## config.mk

```make
export PLATFORM = sky130hd
export DESIGN_NAME = sef_error_flags
export DESIGN_NICKNAME = d
export VERILOG_FILES = /design/src/logic/sef_pkg.sv /design/src/logic/sef_error_flags.sv /design/src/logic/sef_link_sampler.sv
export SDC_FILE = /design/constraint.sdc
export NUM_CORES = 1
export LEC_CHECK = 0
export BUFFER_PORTS_ARGS = -buffer_cell sky130_fd_sc_hd__buf_2
export CORE_MARGIN = 3
export CORE_UTILIZATION = 40
export CTS_CLUSTER_SIZE = 10
export DETAILED_ROUTE_END_ITERATION = 16
export PLACE_DENSITY = 0.81
export SLEW_MARGIN = 20
export SYNTH_ARGS = -nofsm -noshare
export SYNTH_HDL_FRONTEND = slang
export SYNTH_SLANG_ARGS = --single-unit
```

## constraint.sdc

```tcl
create_clock -name core_clk_i -period 1.7 [get_ports core_clk_i]
set_input_delay 0.34 -clock core_clk_i [delete_from_list [all_inputs] [get_ports core_clk_i]]
set_output_delay 0.34 -clock core_clk_i [all_outputs]
set_load 0.1 [all_outputs]
```

## src/logic/sef_pkg.sv

```systemverilog
// package for the spi error flag block: register map, field positions, carrier types
package sef_pkg;

  // ----------------------------------------------------------------
  // register byte offsets
  // ----------------------------------------------------------------
  localparam logic [7:0] OFF_GLOBAL_CONTROL_1 = 8'h04;
  localparam logic [7:0] OFF_INTERRUPT_ENABLE = 8'h08;
  localparam logic [7:0] OFF_ERROR_STATUS_FLAGS = 8'h10;
  localparam logic [7:0] OFF_RECEIVE_BUFFER = 8'h40;
  localparam logic [7:0] OFF_VECTOR_0 = 8'h60;
  localparam logic [7:0] OFF_VECTOR_1 = 8'h64;

  // ----------------------------------------------------------------
  // field positions
  // ----------------------------------------------------------------
  localparam int unsigned POS_MODULE_ENABLE = 0;   // global_control_1
  localparam int unsigned POS_RX_ON_FALL = 1;      // global_control_1: receive point edge
  localparam int unsigned POS_OVERRUN = 6;         // flags and interrupt enable
  localparam int unsigned POS_BIT_ERROR = 4;       // flags and interrupt enable
  localparam int unsigned POS_BUF_BIT_ERROR = 12;  // receive_buffer_reg
  localparam int unsigned POS_BUF_UNREAD = 31;     // receive_buffer_reg
  localparam int unsigned POS_VEC_OVERRUN = 1;     // vector registers
  localparam int unsigned POS_VEC_BIT_ERROR = 0;   // vector registers

  // ----------------------------------------------------------------
  // reset values
  // ----------------------------------------------------------------
  localparam logic RST_FLAG = 1'b0;
  localparam logic RST_CTRL = 1'b0;
  localparam logic [31:0] RST_RDATA = 32'h0000_0000;

  // ----------------------------------------------------------------
  // carrier types
  // ----------------------------------------------------------------
  // one register bus request, all fields valid in the same cycle
  typedef struct packed {
    logic [7:0] addr;
    logic [31:0] wdata;
    logic wr;
    logic rd;
  } sef_bus_req_type;

  // link pin events already in the core clock domain
  typedef struct packed {
    logic clk_rise;
    logic clk_fall;
    logic tx_level;
  } sef_link_type;

endpackage : sef_pkg

```

## src/logic/sef_error_flags.sv

```systemverilog
// error flag logic: receiver overrun and transmit bit error flags with registers
`timescale 1ns/1ps

module sef_error_flags (
  input wire logic core_clk_i,
  input wire logic resetn_i,
  input sef_pkg::sef_bus_req_type req_i,
  input wire logic xfer_active_i,
  input wire logic xfer_done_i,
  input wire logic tx_bit_i,
  input wire logic link_clk_i,
  input wire logic tx_line_i,
  output logic [31:0] rdata_o,
  output logic irq_o,
  output logic module_enable_o
);

  // ----------------------------------------------------------------
  // pin sampling
  // ----------------------------------------------------------------
  sef_pkg::sef_link_type link;   // synchronised edges and transmit level

  // both pins go through the same two flops so they stay aligned
  sef_link_sampler u_sampler (
    .core_clk_i(core_clk_i),
    .resetn_i(resetn_i),
    .link_clk_i(link_clk_i),
    .tx_line_i(tx_line_i),
    .link_o(link)
  );

  // ----------------------------------------------------------------
  // helpers
  // ----------------------------------------------------------------
  // true when the request is a write to the given offset
  function automatic logic wr_hit(input sef_pkg::sef_bus_req_type r, input logic [7:0] off);
    wr_hit = r.wr & (r.addr == off);
  endfunction : wr_hit

  // true when the request is a read of the given offset
  function automatic logic rd_hit(input sef_pkg::sef_bus_req_type r, input logic [7:0] off);
    rd_hit = r.rd & (r.addr == off);
  endfunction : rd_hit

  // ----------------------------------------------------------------
  // decoded accesses
  // ----------------------------------------------------------------
  logic wr_gcr1;       // write to global_control_1
  logic wr_inten;      // write to interrupt_enable_reg
  logic wr_flags;      // write to error_status_flags
  logic rd_flags;      // read of error_status_flags
  logic rd_buffer;     // read of receive_buffer_reg
  logic rd_vector;     // read of either vector register

  always_comb begin
    wr_gcr1 = wr_hit(req_i, sef_pkg::OFF_GLOBAL_CONTROL_1);
    wr_inten = wr_hit(req_i, sef_pkg::OFF_INTERRUPT_ENABLE);
    wr_flags = wr_hit(req_i, sef_pkg::OFF_ERROR_STATUS_FLAGS);
    rd_flags = rd_hit(req_i, sef_pkg::OFF_ERROR_STATUS_FLAGS);
    rd_buffer = rd_hit(req_i, sef_pkg::OFF_RECEIVE_BUFFER);
    rd_vector = rd_hit(req_i, sef_pkg::OFF_VECTOR_0) | rd_hit(req_i, sef_pkg::OFF_VECTOR_1);
  end

  // ----------------------------------------------------------------
  // control registers
  // ----------------------------------------------------------------
  logic module_enable_r;       // module_enable in global_control_1
  logic rx_on_fall_r;          // receive point on falling serial clock edge
  logic overrun_int_en_r;      // overrun interrupt enable
  logic bit_error_int_enable_r; // bit error interrupt enable
  logic module_enable_nxt;
  logic rx_on_fall_nxt;
  logic overrun_int_en_nxt;
  logic bit_error_int_enable_nxt;
  logic disable_evt;           // module_enable written to zero

  // plain storage; the enable write also feeds the flag clears
  always_comb begin
    module_enable_nxt = module_enable_r;
    rx_on_fall_nxt = rx_on_fall_r;
    overrun_int_en_nxt = overrun_int_en_r;
    bit_error_int_enable_nxt = bit_error_int_enable_r;
    disable_evt = 1'b0;
    if (wr_gcr1) begin
      module_enable_nxt = req_i.wdata[sef_pkg::POS_MODULE_ENABLE];
      rx_on_fall_nxt = req_i.wdata[sef_pkg::POS_RX_ON_FALL];
      disable_evt = ~req_i.wdata[sef_pkg::POS_MODULE_ENABLE];
    end
    if (wr_inten) begin
      overrun_int_en_nxt = req_i.wdata[sef_pkg::POS_OVERRUN];
      bit_error_int_enable_nxt = req_i.wdata[sef_pkg::POS_BIT_ERROR];
    end
  end

  // register the control state
  always_ff @(posedge core_clk_i) begin
    if (!resetn_i) begin
      module_enable_r <= sef_pkg::RST_CTRL;
      rx_on_fall_r <= sef_pkg::RST_CTRL;
      overrun_int_en_r <= sef_pkg::RST_CTRL;
      bit_error_int_enable_r <= sef_pkg::RST_CTRL;
    end else begin
      module_enable_r <= module_enable_nxt;
      rx_on_fall_r <= rx_on_fall_nxt;
      overrun_int_en_r <= overrun_int_en_nxt;
      bit_error_int_enable_r <= bit_error_int_enable_nxt;
    end
  end

  // ----------------------------------------------------------------
  // bit error detection on the serial clock edges
  // ----------------------------------------------------------------
  logic tx_hold_r;      // bit that was driven at the last transmit point
  logic tx_seen_r;      // a transmit point has passed in this frame
  logic tx_hold_nxt;
  logic tx_seen_nxt;
  logic tx_point;       // transmit edge of the serial clock
  logic rx_point;       // receive edge, half a serial clock later
  logic mismatch_evt;   // sampled transmit line differs from driven bit

  // the transmit point is the edge opposite the receive point
  always_comb begin
    tx_point = rx_on_fall_r ? link.clk_rise : link.clk_fall;
    rx_point = rx_on_fall_r ? link.clk_fall : link.clk_rise;
    tx_hold_nxt = tx_hold_r;
    tx_seen_nxt = tx_seen_r;
    if (!xfer_active_i || !module_enable_r) begin
      // no frame: forget the held bit so a stray edge cannot compare
      tx_seen_nxt = 1'b0;
    end else if (tx_point) begin
      tx_hold_nxt = tx_bit_i;
      tx_seen_nxt = 1'b1;
    end
    // compare the line level at the receive point with the held bit
    mismatch_evt = module_enable_r & xfer_active_i & tx_seen_r & rx_point
                   & (link.tx_level != tx_hold_r);
  end

  // register the held transmit bit
  always_ff @(posedge core_clk_i) begin
    if (!resetn_i) begin
      tx_hold_r <= 1'b0;
      tx_seen_r <= 1'b0;
    end else begin
      tx_hold_r <= tx_hold_nxt;
      tx_seen_r <= tx_seen_nxt;
    end
  end

  // ----------------------------------------------------------------
  // flags
  // ----------------------------------------------------------------
  logic overrun_flag_r;        // overrun_flag
  logic bit_error_flag_r;      // bit_error_flag
  logic buffer_bit_error_r;    // buffer_bit_error indicator
  logic unread_r;              // received character not yet read
  logic overrun_flag_nxt;
  logic bit_error_flag_nxt;
  logic buffer_bit_error_nxt;
  logic unread_nxt;
  logic done_evt;              // transfer completed while enabled

  // clears are applied first so a same-cycle set always wins
  always_comb begin
    done_evt = xfer_done_i & module_enable_r;
    overrun_flag_nxt = overrun_flag_r;
    bit_error_flag_nxt = bit_error_flag_r;
    buffer_bit_error_nxt = buffer_bit_error_r;
    unread_nxt = unread_r;
    // overrun clears: vector read, write one, module disable
    if (rd_vector) begin
      overrun_flag_nxt = 1'b0;
    end
    if (wr_flags && req_i.wdata[sef_pkg::POS_OVERRUN]) begin
      overrun_flag_nxt = 1'b0;
    end
    if (disable_evt) begin
      overrun_flag_nxt = 1'b0;
    end
    // bit error flag is cleared by reading it; writes do nothing
    if (rd_flags) begin
      bit_error_flag_nxt = 1'b0;
    end
    // a buffer read consumes the character and its indicator only
    if (rd_buffer) begin
      unread_nxt = 1'b0;
      buffer_bit_error_nxt = 1'b0;
    end
    if (disable_evt) begin
      unread_nxt = 1'b0;
      buffer_bit_error_nxt = 1'b0;
    end
    // sets
    if (done_evt) begin
      unread_nxt = 1'b1;
      if (unread_r && !rd_buffer) begin
        overrun_flag_nxt = 1'b1;
      end
    end
    if (mismatch_evt) begin
      bit_error_flag_nxt = 1'b1;
      buffer_bit_error_nxt = 1'b1;
    end
  end

  // register the flags
  always_ff @(posedge core_clk_i) begin
    if (!resetn_i) begin
      overrun_flag_r <= sef_pkg::RST_FLAG;
      bit_error_flag_r <= sef_pkg::RST_FLAG;
      buffer_bit_error_r <= sef_pkg::RST_FLAG;
      unread_r <= sef_pkg::RST_FLAG;
    end else begin
      overrun_flag_r <= overrun_flag_nxt;
      bit_error_flag_r <= bit_error_flag_nxt;
      buffer_bit_error_r <= buffer_bit_error_nxt;
      unread_r <= unread_nxt;
    end
  end

  // ----------------------------------------------------------------
  // read data and interrupt
  // ----------------------------------------------------------------
  logic [31:0] rdata_r;
  logic irq_r;
  logic [31:0] rdata_nxt;
  logic irq_nxt;

  // read data shows the value before any read side effect lands
  always_comb begin
    rdata_nxt = sef_pkg::RST_RDATA;
    if (req_i.rd) begin
      case (req_i.addr)
        sef_pkg::OFF_GLOBAL_CONTROL_1: begin
          rdata_nxt[sef_pkg::POS_MODULE_ENABLE] = module_enable_r;
          rdata_nxt[sef_pkg::POS_RX_ON_FALL] = rx_on_fall_r;
        end
        sef_pkg::OFF_INTERRUPT_ENABLE: begin
          rdata_nxt[sef_pkg::POS_OVERRUN] = overrun_int_en_r;
          rdata_nxt[sef_pkg::POS_BIT_ERROR] = bit_error_int_enable_r;
        end
        sef_pkg::OFF_ERROR_STATUS_FLAGS: begin
          // only two flag bits exist; all others read zero
          rdata_nxt[sef_pkg::POS_OVERRUN] = overrun_flag_r;
          rdata_nxt[sef_pkg::POS_BIT_ERROR] = bit_error_flag_r;
        end
        sef_pkg::OFF_RECEIVE_BUFFER: begin
          rdata_nxt[sef_pkg::POS_BUF_BIT_ERROR] = buffer_bit_error_r;
          rdata_nxt[sef_pkg::POS_BUF_UNREAD] = unread_r;
        end
        sef_pkg::OFF_VECTOR_0, sef_pkg::OFF_VECTOR_1: begin
          rdata_nxt[sef_pkg::POS_VEC_OVERRUN] = overrun_flag_r & overrun_int_en_r;
          rdata_nxt[sef_pkg::POS_VEC_BIT_ERROR] = buffer_bit_error_r & bit_error_int_enable_r;
        end
        default: begin
          // unmapped addresses read as zero
          rdata_nxt = sef_pkg::RST_RDATA;
        end
      endcase
    end
    // level interrupt follows the flag state of the next cycle
    irq_nxt = (overrun_flag_nxt & overrun_int_en_nxt)
              | (buffer_bit_error_nxt & bit_error_int_enable_nxt);
  end

  // register the outputs so they come straight from flops
  always_ff @(posedge core_clk_i) begin
    if (!resetn_i) begin
      rdata_r <= sef_pkg::RST_RDATA;
      irq_r <= 1'b0;
    end else begin
      rdata_r <= rdata_nxt;
      irq_r <= irq_nxt;
    end
  end

  assign rdata_o = rdata_r;
  assign irq_o = irq_r;
  assign module_enable_o = module_enable_r;

endmodule : sef_error_flags

```

## src/logic/sef_link_sampler.sv

```systemverilog
// synchroniser and edge finder for the serial clock and transmit line pins
`timescale 1ns/1ps

module sef_link_sampler (
  input wire logic core_clk_i,
  input wire logic resetn_i,
  input wire logic link_clk_i,
  input wire logic tx_line_i,
  output sef_pkg::sef_link_type link_o
);

  // ----------------------------------------------------------------
  // two flops per pin, then one more stage for edge finding
  // ----------------------------------------------------------------
  logic [1:0] meta_r;   // first stage: read only by the second stage
  logic [1:0] sync_r;   // second stage: safe to use
  logic clk_prev_r;     // delayed serial clock for edge detection
  logic [1:0] meta_nxt;
  logic [1:0] sync_nxt;
  logic clk_prev_nxt;

  // next values of the sampling chain
  always_comb begin
    meta_nxt = {tx_line_i, link_clk_i};
    sync_nxt = meta_r;
    clk_prev_nxt = sync_r[0];
  end

  // register the chain; reset to idle low levels
  always_ff @(posedge core_clk_i) begin
    if (!resetn_i) begin
      meta_r <= 2'h0;
      sync_r <= 2'h0;
      clk_prev_r <= 1'b0;
    end else begin
      meta_r <= meta_nxt;
      sync_r <= sync_nxt;
      clk_prev_r <= clk_prev_nxt;
    end
  end

  // edges are one core cycle pulses; clock and data share latency
  always_comb begin
    link_o.clk_rise = sync_r[0] & ~clk_prev_r;
    link_o.clk_fall = ~sync_r[0] & clk_prev_r;
    link_o.tx_level = sync_r[1];
  end

endmodule : sef_link_sampler

```

==> metrics.cfg, run 1 <==
[run_status]
status=complete, no violations

[grt]
grt_pass1_vias=851
grt-ovfl-total=0
grt_max_degree=21
grt_pass1_wl_um=3440
antenna_found_initial=0
track_usage_pct=12.2

[cells_and_area]
instances_no_fill=185
fin_nets=205
layout-drive-gt1-share_pct=27.1
final_area_um2=1280
areaGrowthSynthToFinish_pct=10.4
diodes=0

[critical_path]
cp_cell_sequence=or3b_4 -> a2111oi_4 -> a31o_1 -> a22o_1
crit_path_top_delay_cell=or3b_4
r2r_slack_ps=150
reg2reg_depth=4
crit_buf_inv=0
crit_fanout=5
critPathLaunchType=flop
rr_startpoint=u_sampler.sync_r[0]
startpoint=u_sampler.sync_r[0]
crit_required_ps=1960
reg2reg_to=irq_o
cpPeakStageDelay_ps=410
path_class=flop to flop
worstPathArrival_ps=1810
crit_family=compound AO/OA/AOI/OAI gates
endpoint=irq_o
worst_setup_path_end_kind=flop
cp.depth=4

[yosys]
synthArstFlopShare_pct=0
synth-edff-count=0
synthCells=124
synth_ff_type=dfxtp_1
yosysSeqAreaShare_pct=37.8
yosysTopAreaCellShare_pct=37.8
syn-cell-area_um2=1160
ys_warn_count=0
synth_commonest_cells=buf_4, dfxtp_1, nand2_1, and2_1, nor2_1
ys_top_cells_by_area=dfxtp_1, buf_4, and2_1
synthMostInstantiatedCell=buf_4
syn_avg_cell_area_um2=9.38
post-synth-top-area-cell=dfxtp_1
synth_cell_types=35
synth_seq_cells=22

[clocking]
cts-buffers-inserted=3
post-cts-setup-buffers=0
insertion_delay_ps=300
cts.sinks=22
cts-hold-fix-buffers=0
clk_pin_slew_ps=120
cts_resized=0
htreeDepth=1
clockBufferDepth=2
cts_tree=yes
root_buffer=clkbuf_4

[placed_design]
place_ws_ps=54.7
port_buffers=28
hpwl_um=1810
gp_congestion=0.798
place_inst=181
placed_area_um2=1250

[timing]
setup_ws_ps=150
fin_skew_ps=2.97
setup_tns_ps=0
rsz0062_at_grt=no
slew_viol_final=0
setup_violations=0
period_minus_slack_ps=1550
fin_crit_sh_pct=91.2
fmax_mhz=645
timing.hold.ws_ps=233
hold_viol=0

[routing]
drt-total-wl_um=2220
wire_per_inst_um=12.0
drcViolationCount=0
drt_iter0_drc=31
via_count=923
ant_nets=0
viasPerCell=4.99
drtPass1Iterations=4

[die]
row_count=18
ios=83
die_x_um=59.9
die_area_um2=3590
coreArea_um2=2610
start_util_pct=44.5
die_y_um=59.9

[power]
power.leakage_nw=0.581
ir_drop_uv=464
powerDensity_nw_per_um2=880

[hold_path]
whs_path_depth=2
hp-class=input port to flop

[job]
maxCapViolCount=0

worst min path at each step:
stage                        start                   to  slack, ps
4_1_cts                 link_clk_i  u_sampler.meta_r[0]        240
5_1_grt                  tx_line_i  u_sampler.meta_r[1]        240
3_3_place_gp   u_sampler.meta_r[1]  u_sampler.sync_r[1]        410
6_report                link_clk_i  u_sampler.meta_r[0]        230
2_1_floorplan  u_sampler.meta_r[0]  u_sampler.sync_r[0]        410
3_5_place_dp   u_sampler.meta_r[1]  u_sampler.sync_r[1]        430
worst reg2reg max path, cell delays in order (launching register included):
cell and delay, ps:
dfxtp_1 400, or3b_4 410, a2111oi_4 380, a31o_1 180, a22o_1 140
stage by stage:
step / power (mW) / utilization [%]
2_1_floorplan: 0.857 / -
3_3_place_gp: 0.849 / 47.8
3_5_place_dp: 0.852 / 47.8
4_1_cts: 1.13 / 49.2
5_1_grt: 1.16 / 49.2
6_report: 1.13 / 49.2
kinds of logic after synthesis:
group	synth area share, %
AO/OA/AOI/OAI	11.8
XOR/XNOR	0.753
buffers and inverters	18.1
flip-flops	37.8
multiplexers	3.44
other	0.322
AND/OR/NAND/NOR	27.7
final cells by class:
| cell class | instances | area, µm² |
|---|---|---|
| well taps | 30 | 37.5 |
| repair buffers | 30 | 155 |
| inverters | 2 | 7.51 |
| flip-flops and latches | 22 | 442 |
| multi-input cells | 97 | 607 |
| clock buffers | 4 | 36.3 |
| fillers | 251 | 1330 |
per-layer routing:
metal / vias to the layer above / global-route usage (%) / share of wire (%)
met1: 418 / 14.3 / 40
met3: 2 / 1.94 / 9.4
li1: 446 / - / -
met2: 57 / 22.1 / 50
met5: - / 0 / 0
met4: 0 / 4.11 / 0.72
registers in the layout (all words and copies together), names as in the netlist:
name / flops
bit_error_flag_r: 1
bit_error_int_enable_r: 1
buffer_bit_error_r: 1
irq_o: 1
module_enable_o: 1
overrun_flag_r: 1
overrun_int_en_r: 1
rdata_o: 6
rx_on_fall_r: 1
tx_hold_r: 1
tx_seen_r: 1
u_sampler.clk_prev_r: 1
u_sampler.meta_r: 2
u_sampler.sync_r: 2
unread_r: 1
where the power goes:
group / switching [mW] / leakage (nW) / internal (mW)
Combinational: 0.286 / 0.382 / 0.0332
Sequential: 0.00275 / 0.179 / 0.521
Clock: 0.158 / 0.0210 / 0.131
Total: 0.447 / 0.581 / 0.684
cell usage in the layout, fill, tap and decap left out, types with 3 or more instances in the layout:
cell	netlist	layout
nor2_1	6	6
a21boi_0	3	3
buf_2	0	28
mux2i_1	4	4
and2_1	7	7
dfxtp_1	22	21
nor3b_1	3	3
conb_1	1	26
nand4_1	4	4
nand2_1	8	8
and3_1	5	5
clkbuf_4	0	3
nor2b_1	3	3
nand3_1	4	4
Power figures use the tool's default switching activity.
==> inputs of run 2 (changes only) <==
--- a/config.mk
+++ b/config.mk
@@ -10,7 +10,7 @@
 export CORE_UTILIZATION = 40
 export CTS_CLUSTER_SIZE = 10
 export DETAILED_ROUTE_END_ITERATION = 16
-export PLACE_DENSITY = 0.81
+export PLACE_DENSITY = 0.78
 export SLEW_MARGIN = 20
 export SYNTH_ARGS = -nofsm -noshare
 export SYNTH_HDL_FRONTEND = slang
==> metrics.cfg, run 2 (synthesized netlist as in run 1, its figures left out) <==
[run_status]
status=complete, no violations

[hold_path]
whs_path_depth=2
min_to=u_sampler.meta_r[0]
hp-class=input port to flop
worstHoldStart=link_clk_i

[clocking]
clockBufferDepth=2
post-cts-setup-buffers=0
cts-hold-fix-buffers=0
cts-buffers-inserted=3
root_buffer=clkbuf_4
cts_tree=yes
clk_pin_slew_ps=100
cts_resized=0
insertion_delay_ps=300
cts.sinks=22
htreeDepth=1

[routing]
drcViolationCount=0
drtPass1Iterations=4
drt-total-wl_um=2220
via_count=921
drt_iter0_drc=24
viasPerCell=5.06
ant_nets=0
wire_per_inst_um=12.2

[placed_design]
place_ws_ps=13.9
hpwl_um=1820
port_buffers=28
gp_congestion=0.812

[grt]
grt_pass1_vias=814
antenna_found_initial=0
grt_max_degree=21
track_usage_pct=11.8
grt-ovfl-total=0
grt_pass1_wl_um=3280

[die]
die_y_um=59.9
row_count=18
die_area_um2=3590
coreArea_um2=2610
die_x_um=59.9
start_util_pct=44.5
ios=83

[critical_path]
cp_cell_sequence=or3b_4 -> a2111oi_4 -> a31o_1 -> a22o_1
worstPathArrival_ps=1800
startpoint=u_sampler.sync_r[0]
path_class=flop to flop
reg2reg_to=irq_o
r2r_slack_ps=150
worst_setup_path_end_kind=flop
critPathLaunchType=flop
rr_startpoint=u_sampler.sync_r[0]
crit_path_top_delay_cell=or3b_4
crit_required_ps=1950
crit_fanout=5
cpPeakStageDelay_ps=410
reg2reg_depth=4

[power]
power.leakage_nw=0.563
powerDensity_nw_per_um2=845
ir_drop_uv=674

[cells_and_area]
num-fill-cells=257
multi_input_area_um2=607
layout-drive-gt1-share_pct=25.7
diodes=0
final_cell_mix=buf_2, conb_1, dfxtp_1, nand2_1, and2_1
areaGrowthSynthToFinish_pct=7.96
final_common_cell=buf_2
ff_latch_area_um2=442
fin_nets=203
largest_reg_flops=6

[timing]
slew_viol_final=0
setup_tns_ps=0
hold_viol=0
fmax_mhz=644
fin_skew_ps=7.60
period_minus_slack_ps=1550
setup_ws_ps=147
rsz0062_at_grt=no
setup_violations=0
fin_crit_sh_pct=91.3

[job]
maxCapViolCount=0

==> run 2: layout make-up <==
cell class | instances | share of cell area, %
inverters | 2 | 0.598
well taps | 30 | 2.99
flip-flops and latches | 22 | 35.2
clock buffers | 3 | 1.79
multi-input cells | 97 | 48.3
repair buffers | 28 | 11.2
==> run 2: routing by layer <==
metal,vias to the layer above,wire (µm),GRT usage (%)
met5,-,0,0
met4,0,46,3.16
met3,11,219,4.54
met2,51,1130,21.1
met1,417,822,12.8
li1,442,-,-
==> run 2: critical path, delay by kind of cell, from the launching register on <==
| family | cells | cell delay (ps) |
|---|---|---|
| DFF | 1 | 390 |
| and+or+nand+nor | 1 | 410 |
| AOI/OAI and AO/OA | 3 | 710 |
==> run 2: worst max path at each step <==
stage | to | slack [ps] | depth (start not counted)
finish | irq_o | 150 | 4
global route | buffer_bit_error_r | 40 | 4
CTS | irq_o | 130 | 4
detailed placement | irq_o | 10 | 5
global placement | irq_o | 40 | 5
floorplan | buffer_bit_error_r | 280 | 4
==> run 2: power breakdown <==
group / total, mW / switching, mW / internal, mW
Sequential: 0.523 / 0.00255 / 0.520
Clock: 0.222 / 0.139 / 0.0827
Combinational: 0.317 / 0.286 / 0.0314
==> run 2: per-stage QoR <==
| stage | std cells | util [%] | cell area (µm²) | hold slack (ps) | power, mW |
|---|---|---|---|---|---|
| 2_1_floorplan | 149 | - | 1260 | 412 | 0.857 |
| 3_3_place_gp | 179 | 47.2 | 1230 | 415 | 0.847 |
| 3_5_place_dp | 179 | 47.2 | 1230 | 426 | 0.850 |
| 4_1_cts | 182 | 48.1 | 1260 | 236 | 1.07 |
| 5_1_grt | 182 | 48.1 | 1260 | 223 | 1.10 |
| 6_report | 182 | 48.1 | 1260 | 248 | 1.06 |
